### src/plf_pkg.sv
package plf_pkg;
  localparam int PLF_AW = 12;
  localparam int PLF_DW = 32;
  localparam int PLF_RW = 8;
  // Register indices; the bus byte address is four times the index
  localparam logic [PLF_AW-1:0] PLF_IDX_ENABLE = 12'h059;
  localparam logic [PLF_AW-1:0] PLF_IDX_RES = 12'h05A;
  localparam logic [PLF_AW-1:0] PLF_IDX_CAP3 = 12'h05B;
  localparam logic [PLF_AW-1:0] PLF_IDX_CAP1 = 12'h05C;
  localparam logic [PLF_AW-1:0] PLF_ADDR_ENABLE = PLF_IDX_ENABLE << 2;
  localparam logic [PLF_AW-1:0] PLF_ADDR_RES = PLF_IDX_RES << 2;
  localparam logic [PLF_AW-1:0] PLF_ADDR_CAP3 = PLF_IDX_CAP3 << 2;
  localparam logic [PLF_AW-1:0] PLF_ADDR_CAP1 = PLF_IDX_CAP1 << 2;
  localparam logic [PLF_RW-1:0] PLF_RST_ENABLE = 8'h41;
  localparam logic [PLF_RW-1:0] PLF_RST_RES = 8'h2F;
  localparam logic [PLF_RW-1:0] PLF_RST_CAP3 = 8'h27;
  localparam logic [PLF_RW-1:0] PLF_RST_CAP1 = 8'h27;
  // Bit 7 unimplemented in all four registers
  localparam logic [PLF_RW-1:0] PLF_IMPL_MASK = 8'h7F;
  localparam int PLF_BIT_REFDIV = 4;
  localparam int PLF_BIT_PLL_EN = 1;
  localparam int PLF_CODE_W = 5;
  localparam logic [1:0] PLF_RESP_OKAY = 2'h0;
  localparam logic [1:0] PLF_RESP_SLVERR = 2'h2;
  typedef enum logic [1:0] {
    PLF_W_IDLE = 2'b00,
    PLF_W_RESP = 2'b01
  } plf_wstate_e;
endpackage

### src/plf_reg8.sv
`timescale 1ns/1ps
module plf_reg8 #(
  parameter logic [7:0] RST = 8'h00,
  parameter logic [7:0] MASK = 8'hFF
) (
  input wire logic aclk,
  input wire logic aresetn,
  input wire logic we,
  input wire logic [7:0] wdata,
  output logic [7:0] q
);
  logic [7:0] q_r;
  logic [7:0] q_nxt;
  always_comb begin
    q_nxt = q_r;
    if (we) begin
      q_nxt = wdata & MASK;
    end
  end
  always_ff @(posedge aclk) begin
    if (!aresetn) begin
      q_r <= RST;
    end else begin
      q_r <= q_nxt;
    end
  end
  assign q = q_r;
endmodule

### src/pll_enable_loop_filter_regs.sv
// The AXI4-Lite slave port was left to the implementer.
`timescale 1ns/1ps
// How it works
// - Top bit of every register reads zero
// - Bit 4 one inserts reference divider, else bypass
// - Bit 1 enables PLL, zero at reset
// - Resistor code bits 4-0, default 01111
// - Capacitor three code bits 4-0, default 00111
// - Capacitor one code bits 4-0, default 00111
module pll_enable_loop_filter_regs (
  input wire logic aclk,
  input wire logic aresetn,
  input wire logic [plf_pkg::PLF_AW-1:0] s_axi_awaddr,
  input wire logic s_axi_awvalid,
  output logic s_axi_awready,
  input wire logic [plf_pkg::PLF_DW-1:0] s_axi_wdata,
  input wire logic [3:0] s_axi_wstrb,
  input wire logic s_axi_wvalid,
  output logic s_axi_wready,
  output logic [1:0] s_axi_bresp,
  output logic s_axi_bvalid,
  input wire logic s_axi_bready,
  input wire logic [plf_pkg::PLF_AW-1:0] s_axi_araddr,
  input wire logic s_axi_arvalid,
  output logic s_axi_arready,
  output logic [plf_pkg::PLF_DW-1:0] s_axi_rdata,
  output logic [1:0] s_axi_rresp,
  output logic s_axi_rvalid,
  input wire logic s_axi_rready,
  output logic pll_enable,
  output logic ref_divider_enable,
  output logic [plf_pkg::PLF_CODE_W-1:0] loop_filter_resistor_code,
  output logic [plf_pkg::PLF_CODE_W-1:0] loop_filter_cap_three_code,
  output logic [plf_pkg::PLF_CODE_W-1:0] loop_filter_cap_one_code,
  output logic [1:0] factory_reserved_bits_res,
  output logic [4:0] factory_reserved_bits_en
);
  import plf_pkg::*;

  plf_wstate_e wst_r, wst_nxt;
  logic aw_have_r, aw_have_nxt;
  logic w_have_r, w_have_nxt;
  logic [PLF_AW-1:0] awaddr_r, awaddr_nxt;
  logic [PLF_RW-1:0] wbyte_r, wbyte_nxt;
  logic wlane_r, wlane_nxt;
  logic [1:0] bresp_r, bresp_nxt;
  logic rvalid_r, rvalid_nxt;
  logic [PLF_DW-1:0] rdata_r, rdata_nxt;
  logic [1:0] rresp_r, rresp_nxt;
  logic do_write;
  logic hit_en, hit_res, hit_cap3, hit_cap1;
  logic [PLF_RW-1:0] q_en, q_res, q_cap3, q_cap1;
  logic [PLF_RW-1:0] rd_byte;
  logic rd_hit;
  logic hit_any, commit, ar_take;
  logic [PLF_AW-3:0] ar_word;

  assign s_axi_awready = (wst_r == PLF_W_IDLE) && !aw_have_r;
  assign s_axi_wready = (wst_r == PLF_W_IDLE) && !w_have_r;
  assign s_axi_bvalid = (wst_r == PLF_W_RESP);
  assign s_axi_bresp = bresp_r;

  // Address and data may arrive in either order; commit once both held
  always_comb begin
    wst_nxt = wst_r;
    aw_have_nxt = aw_have_r;
    w_have_nxt = w_have_r;
    awaddr_nxt = awaddr_r;
    wbyte_nxt = wbyte_r;
    wlane_nxt = wlane_r;
    bresp_nxt = bresp_r;
    do_write = 1'b0;
    case (wst_r)
      PLF_W_IDLE: begin
        if (s_axi_awvalid && s_axi_awready) begin
          aw_have_nxt = 1'b1;
          awaddr_nxt = s_axi_awaddr;
        end
        if (s_axi_wvalid && s_axi_wready) begin
          w_have_nxt = 1'b1;
          wbyte_nxt = s_axi_wdata[PLF_RW-1:0];
          wlane_nxt = s_axi_wstrb[0];
        end
        if (aw_have_r && w_have_r) begin
          do_write = wlane_r;
          aw_have_nxt = 1'b0;
          w_have_nxt = 1'b0;
          bresp_nxt = (hit_en || hit_res || hit_cap3 || hit_cap1) ?
                      PLF_RESP_OKAY : PLF_RESP_SLVERR;
          wst_nxt = PLF_W_RESP;
        end
      end
      PLF_W_RESP: begin
        if (s_axi_bready) begin
          wst_nxt = PLF_W_IDLE;
        end
      end
      default: begin
        wst_nxt = PLF_W_IDLE;
      end
    endcase
  end

  always_ff @(posedge aclk) begin
    if (!aresetn) begin
      wst_r <= PLF_W_IDLE;
      aw_have_r <= 1'b0;
      w_have_r <= 1'b0;
      awaddr_r <= '0;
      wbyte_r <= '0;
      wlane_r <= 1'b0;
      bresp_r <= PLF_RESP_OKAY;
    end else begin
      wst_r <= wst_nxt;
      aw_have_r <= aw_have_nxt;
      w_have_r <= w_have_nxt;
      awaddr_r <= awaddr_nxt;
      wbyte_r <= wbyte_nxt;
      wlane_r <= wlane_nxt;
      bresp_r <= bresp_nxt;
    end
  end

  assign hit_en = (awaddr_r[PLF_AW-1:2] == PLF_ADDR_ENABLE[PLF_AW-1:2]);
  assign hit_res = (awaddr_r[PLF_AW-1:2] == PLF_ADDR_RES[PLF_AW-1:2]);
  assign hit_cap3 = (awaddr_r[PLF_AW-1:2] == PLF_ADDR_CAP3[PLF_AW-1:2]);
  assign hit_cap1 = (awaddr_r[PLF_AW-1:2] == PLF_ADDR_CAP1[PLF_AW-1:2]);
  // Observation terms for the checks at the bottom
  assign hit_any = hit_en || hit_res || hit_cap3 || hit_cap1;
  assign commit = aw_have_r && w_have_r && (wst_r == PLF_W_IDLE);
  assign ar_take = s_axi_arvalid && s_axi_arready;
  assign ar_word = s_axi_araddr[PLF_AW-1:2];

  // Mask drops bit 7 on write so it never stores
  plf_reg8 #(.RST(PLF_RST_ENABLE), .MASK(PLF_IMPL_MASK)) u_en (
    .aclk(aclk),
    .aresetn(aresetn),
    .we(do_write && hit_en),
    .wdata(wbyte_r),
    .q(q_en)
  );
  plf_reg8 #(.RST(PLF_RST_RES), .MASK(PLF_IMPL_MASK)) u_res (
    .aclk(aclk),
    .aresetn(aresetn),
    .we(do_write && hit_res),
    .wdata(wbyte_r),
    .q(q_res)
  );
  plf_reg8 #(.RST(PLF_RST_CAP3), .MASK(PLF_IMPL_MASK)) u_cap3 (
    .aclk(aclk),
    .aresetn(aresetn),
    .we(do_write && hit_cap3),
    .wdata(wbyte_r),
    .q(q_cap3)
  );
  plf_reg8 #(.RST(PLF_RST_CAP1), .MASK(PLF_IMPL_MASK)) u_cap1 (
    .aclk(aclk),
    .aresetn(aresetn),
    .we(do_write && hit_cap1),
    .wdata(wbyte_r),
    .q(q_cap1)
  );

  assign pll_enable = q_en[PLF_BIT_PLL_EN];
  assign ref_divider_enable = q_en[PLF_BIT_REFDIV];
  assign loop_filter_resistor_code = q_res[PLF_CODE_W-1:0];
  assign loop_filter_cap_three_code = q_cap3[PLF_CODE_W-1:0];
  assign loop_filter_cap_one_code = q_cap1[PLF_CODE_W-1:0];
  // Factory fields are stored as written; keeping them is software's job
  assign factory_reserved_bits_res = q_res[6:5];
  assign factory_reserved_bits_en = {q_en[6:5], q_en[3:2], q_en[0]};

  always_comb begin
    rd_hit = 1'b1;
    case (s_axi_araddr[PLF_AW-1:2])
      PLF_ADDR_ENABLE[PLF_AW-1:2]: rd_byte = q_en;
      PLF_ADDR_RES[PLF_AW-1:2]: rd_byte = q_res;
      PLF_ADDR_CAP3[PLF_AW-1:2]: rd_byte = q_cap3;
      PLF_ADDR_CAP1[PLF_AW-1:2]: rd_byte = q_cap1;
      default: begin
        rd_byte = '0;
        rd_hit = 1'b0;
      end
    endcase
  end

  assign s_axi_arready = !rvalid_r;
  assign s_axi_rvalid = rvalid_r;
  assign s_axi_rdata = rdata_r;
  assign s_axi_rresp = rresp_r;

  always_comb begin
    rvalid_nxt = rvalid_r;
    rdata_nxt = rdata_r;
    rresp_nxt = rresp_r;
    if (rvalid_r && s_axi_rready) begin
      rvalid_nxt = 1'b0;
    end else if (s_axi_arvalid && !rvalid_r) begin
      rvalid_nxt = 1'b1;
      // Top bit forced to zero; upper lanes read zero
      rdata_nxt = {{(PLF_DW-PLF_RW){1'b0}}, rd_byte & PLF_IMPL_MASK};
      rresp_nxt = rd_hit ? PLF_RESP_OKAY : PLF_RESP_SLVERR;
    end
  end

  always_ff @(posedge aclk) begin
    if (!aresetn) begin
      rvalid_r <= 1'b0;
      rdata_r <= '0;
      rresp_r <= PLF_RESP_OKAY;
    end else begin
      rvalid_r <= rvalid_nxt;
      rdata_r <= rdata_nxt;
      rresp_r <= rresp_nxt;
    end
  end

  top_bit_zero_a: assert property (@(posedge aclk) disable iff (!aresetn)
    s_axi_rvalid |-> s_axi_rdata[7] == 1'b0)
    else $error("top bit read as one");
  pll_off_reset_a: assert property (@(posedge aclk)
    $rose(aresetn) |-> !pll_enable && !ref_divider_enable)
    else $error("enable bits not cleared by reset");
  res_default_a: assert property (@(posedge aclk)
    $rose(aresetn) |-> loop_filter_resistor_code == 5'h0F)
    else $error("resistor default wrong");
  cap_default_a: assert property (@(posedge aclk)
    $rose(aresetn) |-> loop_filter_cap_three_code == 5'h07
      && loop_filter_cap_one_code == 5'h07)
    else $error("capacitor default wrong");
  en_write_a: assert property (@(posedge aclk) disable iff (!aresetn)
    do_write && hit_en |=> pll_enable == $past(wbyte_r[1])
      && ref_divider_enable == $past(wbyte_r[4]))
    else $error("enable register write lost");
  code_write_a: assert property (@(posedge aclk) disable iff (!aresetn)
    do_write && hit_cap1 |=> loop_filter_cap_one_code == $past(wbyte_r[4:0]))
    else $error("cap one write lost");
  cap3_write_a: assert property (@(posedge aclk) disable iff (!aresetn)
    do_write && hit_cap3 |=> loop_filter_cap_three_code == $past(wbyte_r[4:0]))
    else $error("cap three write lost");
  no_write_hold_a: assert property (@(posedge aclk) disable iff (!aresetn)
    !do_write |=> $stable(q_en) && $stable(q_res) && $stable(q_cap3) && $stable(q_cap1))
    else $error("state changed without write");
  bresp_follow_a: assert property (@(posedge aclk) disable iff (!aresetn)
    aw_have_r && w_have_r && wst_r == PLF_W_IDLE |=> s_axi_bvalid)
    else $error("write response late");
  res_write_a: assert property (@(posedge aclk) disable iff (!aresetn)
    do_write && hit_res |=> loop_filter_resistor_code == $past(wbyte_r[4:0]))
    else $error("resistor write lost");
  fcb_en_write_a: assert property (@(posedge aclk) disable iff (!aresetn)
    do_write && hit_en |=> factory_reserved_bits_en
      == {$past(wbyte_r[6:5]), $past(wbyte_r[3:2]), $past(wbyte_r[0])})
    else $error("enable factory bits not stored");
  fcb_res_write_a: assert property (@(posedge aclk) disable iff (!aresetn)
    do_write && hit_res |=> factory_reserved_bits_res == $past(wbyte_r[6:5]))
    else $error("resistor factory bits not stored");
  top_bit_store_a: assert property (@(posedge aclk) disable iff (!aresetn)
    !q_en[7] && !q_res[7] && !q_cap3[7] && !q_cap1[7])
    else $error("top bit stored");
  rdata_upper_a: assert property (@(posedge aclk) disable iff (!aresetn)
    s_axi_rvalid |-> s_axi_rdata[PLF_DW-1:PLF_RW] == '0)
    else $error("upper read lanes not zero");
  read_answer_a: assert property (@(posedge aclk) disable iff (!aresetn)
    ar_take |=> s_axi_rvalid)
    else $error("read answer late");
  ar_block_a: assert property (@(posedge aclk) disable iff (!aresetn)
    s_axi_rvalid |-> !s_axi_arready)
    else $error("read taken while answer pending");
  aw_block_a: assert property (@(posedge aclk) disable iff (!aresetn)
    s_axi_bvalid |-> !s_axi_awready && !s_axi_wready && !aw_have_r && !w_have_r)
    else $error("write taken while response pending");
  unmapped_read_a: assert property (@(posedge aclk) disable iff (!aresetn)
    s_axi_rvalid && s_axi_rresp == PLF_RESP_SLVERR |-> s_axi_rdata == '0)
    else $error("unmapped read not zero");
  read_en_a: assert property (@(posedge aclk) disable iff (!aresetn)
    ar_take && ar_word == PLF_ADDR_ENABLE[PLF_AW-1:2]
      |=> s_axi_rdata[6:0] == $past(q_en[6:0]) && s_axi_rresp == PLF_RESP_OKAY)
    else $error("enable register read wrong");
  read_res_a: assert property (@(posedge aclk) disable iff (!aresetn)
    ar_take && ar_word == PLF_ADDR_RES[PLF_AW-1:2]
      |=> s_axi_rdata[6:0] == $past(q_res[6:0]) && s_axi_rresp == PLF_RESP_OKAY)
    else $error("resistor register read wrong");
  read_cap3_a: assert property (@(posedge aclk) disable iff (!aresetn)
    ar_take && ar_word == PLF_ADDR_CAP3[PLF_AW-1:2]
      |=> s_axi_rdata[6:0] == $past(q_cap3[6:0]) && s_axi_rresp == PLF_RESP_OKAY)
    else $error("cap three register read wrong");
  read_cap1_a: assert property (@(posedge aclk) disable iff (!aresetn)
    ar_take && ar_word == PLF_ADDR_CAP1[PLF_AW-1:2]
      |=> s_axi_rdata[6:0] == $past(q_cap1[6:0]) && s_axi_rresp == PLF_RESP_OKAY)
    else $error("cap one register read wrong");
  reset_value_a: assert property (@(posedge aclk)
    $rose(aresetn) |-> q_en == PLF_RST_ENABLE && q_res == PLF_RST_RES
      && q_cap3 == PLF_RST_CAP3 && q_cap1 == PLF_RST_CAP1)
    else $error("register reset value wrong");
  unmapped_write_a: assert property (@(posedge aclk) disable iff (!aresetn)
    commit && !hit_any |=> s_axi_bresp == PLF_RESP_SLVERR && $stable(q_en)
      && $stable(q_res) && $stable(q_cap3) && $stable(q_cap1))
    else $error("unmapped write not refused");
  aw_single_a: assert property (@(posedge aclk) disable iff (!aresetn)
    s_axi_awvalid && s_axi_awready |=> !s_axi_awready && awaddr_r == $past(s_axi_awaddr))
    else $error("write address not held");
  w_single_a: assert property (@(posedge aclk) disable iff (!aresetn)
    s_axi_wvalid && s_axi_wready |=> !s_axi_wready && wbyte_r == $past(s_axi_wdata[7:0]))
    else $error("write data not held");
  read_release_a: assert property (@(posedge aclk) disable iff (!aresetn)
    s_axi_rvalid && s_axi_rready |=> !s_axi_rvalid)
    else $error("read answer not released");
  write_release_a: assert property (@(posedge aclk) disable iff (!aresetn)
    s_axi_bvalid && s_axi_bready |=> !s_axi_bvalid)
    else $error("write response not released");
endmodule

### config.mk
export PLATFORM = sky130hd
export DESIGN_NAME = pll_enable_loop_filter_regs
export DESIGN_NICKNAME = d
export VERILOG_FILES = /design/src/plf_pkg.sv /design/src/plf_reg8.sv /design/src/pll_enable_loop_filter_regs.sv
export SDC_FILE = /design/constraint.sdc
export NUM_CORES = 1
export LEC_CHECK = 0
export BUFFER_PORTS_ARGS = -buffer_cell sky130_fd_sc_hd__buf_4
export CAP_MARGIN = 20
export CORE_ASPECT_RATIO = 0.5
export CORE_MARGIN = 3
export CORE_UTILIZATION = 37
export CTS_BUF_LIST = sky130_fd_sc_hd__clkbuf_4 sky130_fd_sc_hd__clkbuf_8
export DETAILED_ROUTE_END_ITERATION = 10
export PLACE_DENSITY = 0.76
export SLEW_MARGIN = 20
export SYNTH_ARGS = -nofsm -noshare
export SYNTH_HDL_FRONTEND = slang
export SYNTH_SLANG_ARGS = --single-unit
### constraint.sdc
create_clock -name aclk -period 4.9 [get_ports aclk]
set_clock_uncertainty 0.15 [all_clocks]
set_input_delay 0.245 -clock aclk [delete_from_list [all_inputs] [get_ports aclk]]
set_output_delay 0.245 -clock aclk [all_outputs]
set_load 0.005 [all_outputs]
==> impl_metrics.ini <==
[clock_network]
cts_resized = 0
root_buffer = clkbuf_8
cts_max_level = 3
clk_latency_ns = 0.34
numClockSinks = 59
numCtsBuffers = 9
clock_path_buffers = 2
cts_setup_buffers = 0
cts_tree = yes
path_clk_slew_ns = 0.06

[routing]
via_count = 2235
wl_met3_um = 370
routed_wirelength_um = 6310
wl_per_cell_um = 13.17
drt_iter0_markers = 83
ant_nets = 0
met1Wirelength_um = 2879
dr_wl_met2_um = 2972
drc = 0
top_layer_used = met4
detail_route.vias_per_cell = 4.666
drt-pass1-iter-count = 4

[power_and_ir_drop]
p_per_area_nw_per_um2 = 306.9
p_leak_nw = 1.542
max-vdd-ir-drop_mv = 0.1860

[cells_and_area]
antenna_cells = 0
final_cell_mix = buf_4 (72), nand2_1 (67), dfxtp_1 (59)
layout.cells.most_common = buf_4
fin_area_um2 = 3455
finalNonFillerCells = 479
regArea_um2 = 1181
fill_cells = 645
final_util_pct = 50.18
multi_input_area_um2 = 1260
syn_to_final_growth_pct = 27.71
post_route_cells_drive_above_1_share_pct = 23.51
nets = 449

[yosys]
ys_seq_area_share_pct = 43.66
syn_inst = 311
synth_top_area_cell = dfxtp_1
yosys_warnings = 0
yosys-top-cells-area = dfxtp_1 (44%), buf_4 (11%), mux2i_1 (10%)
synth_cell_types = 31
netlist_area_um2 = 2705
syn_area_per_cell_um2 = 8.698
netlist.area_leader.share_pct = 43.66
synth_seq_cells = 59

[timing]
slew_headroom_pct = 37.96
setup_viol = 0
hold_violations = 0
finalSetupTns_ns = 0
layout_min_cycle_time_ns = 1.964
worstMarginPinSlew_ns = 0.9296
slew_viol_final = 0
fmax_mhz = 509.2
min_period_over_period_pct = 40.08
rsz0062_at_grt = no

[critical_path]
cp_max_fo = 7
crit_type = flop to flop
crit_path_start_kind = flop
endpoint_kind = flop
critPathArrivalTime_ns = 2.03
worst_ep_required_time_ns = 4.97

[placement]
postPlaceCellArea_um2 = 3112
portBuffers = 72
gp_congestion = 0.7799
dp.cells = 449
dpl.hpwl_um = 4513

[floorplan]
rows = 21
die_x_um = 126.9
dieArea_um2 = 8435
start_util_pct = 39.29
ios = 132
coreArea_um2 = 6884
die_y_um = 66.46

[global_routing]
grt-ovfl-total = 0
grt_first_pass_wirelength_um = 10170
antenna_found_initial = 0
grt_max_degree = 32
grt_pass1_vias = 2099
track_usage_pct = 15.46

[worst_hold_path]
worstHoldPathType = input port to flop

[outcome]
outcome = completed

[job]
drv_cap = 0
[registers in the layout (all words and copies together) (netlist names)]
signal	cells
awaddr_r	10
s_axi_rresp	1
wlane_r	1
aw_have_r	1
w_have_r	1
u_cap3.q	7
s_axi_bresp	1
u_res.q	7
s_axi_rdata	7
s_axi_rvalid	1
u_en.q	7
wbyte_r	7
wst_r	1
u_cap1.q	7
[final timing paths]
path             startpoint        endpoint  slack [ns]  cells after the start
max            awaddr_r[11]      u_res.q[1]        2.94                      4
min          s_axi_wdata[2]      wbyte_r[2]       0.007                      3
max reg2reg    awaddr_r[11]      u_res.q[1]        2.94                      4
min reg2reg  s_axi_rdata[3]  s_axi_rdata[3]        0.31                      2
[critical path, cell delays in order (launching register included)]
cell and delay (ns):
dfxtp_1 0.33, nor4b_4 0.45, and4_1 0.59, mux2i_1 0.25, nand2_1 0.07
[what timing repair did]
item	in CTS	in global routing
setup endpoints to repair	0	0
hold buffers	13	1
endpoints found under the hold margin	13	1
[where the power goes]
part | internal, mW | switching [mW] | total (mW)
registers | 0.493 | 0.0145 | 0.508
logic | 0.0516 | 0.0529 | 0.104
clock network | 0.248 | 0.200 | 0.448
[area by class of cell]
cell class | instances | area share [%]
timing repair buffer | 86 | 19.70
inverter | 4 | 0.4346
tap | 92 | 3.332
multi-input combinational | 222 | 36.47
sequential | 59 | 34.19
clock inverter | 6 | 1.883
clock buffer | 10 | 3.984
[logic make-up (layout without fill, tap and decap cells)]
| logic type | Yosys count | after routing | synth area share [%] |
|---|---|---|---|
| compound gates | 57 | 57 | 12.53 |
| xor+xnor | 1 | 1 | 0.3238 |
| buf+inv | 56 | 106 | 13.37 |
| flops | 59 | 59 | 43.66 |
| mux | 27 | 27 | 9.991 |
| other cells | 1 | 27 | 0.1386 |
| simple gates | 110 | 110 | 19.98 |
[per-layer routing]
layer | vias up | GRT usage, %
met5 | - | 0
met3 | 8 | 5.124
li1 | 1139 | -
met2 | 75 | 25.72
met1 | 1013 | 18.85
met4 | 0 | 5.749
[per-stage QoR]
stage                     hold slack [ns]  power, mW  setup WS [ns]
final                            0.006978      1.060          2.936
after global routing             0.005926      1.101          2.654
after CTS                       0.0001616      1.069          2.936
after detailed placement           0.2817     0.6144          2.872
after global placement             0.2789     0.6128          2.870
after floorplan                    0.1940     0.5876          3.327
[Yosys cell counts]
library cell	instances
inv_1	4
nand3_1	9
mux2i_1	27
buf_4	38
and2_1	2
conb_1	1
o21ai_0	18
buf_2	1
nand2b_1	2
nand4_1	1
nor4bb_1	4
a22oi_1	7
dfxtp_1	59
o22a_1	7
nor3_1	1
nand4_2	2
or3_1	1
xnor2_1	1
nor3b_1	1
nor4b_4	1
a41o_1	1
buf_6	1
a211oi_1	2
nand2_1	67
and4b_1	3
nor2b_1	4
buf_1	1
and4_1	1
clkbuf_1	11
nor2_1	11
a21oi_1	22
(Power assumes the default switching activity.)
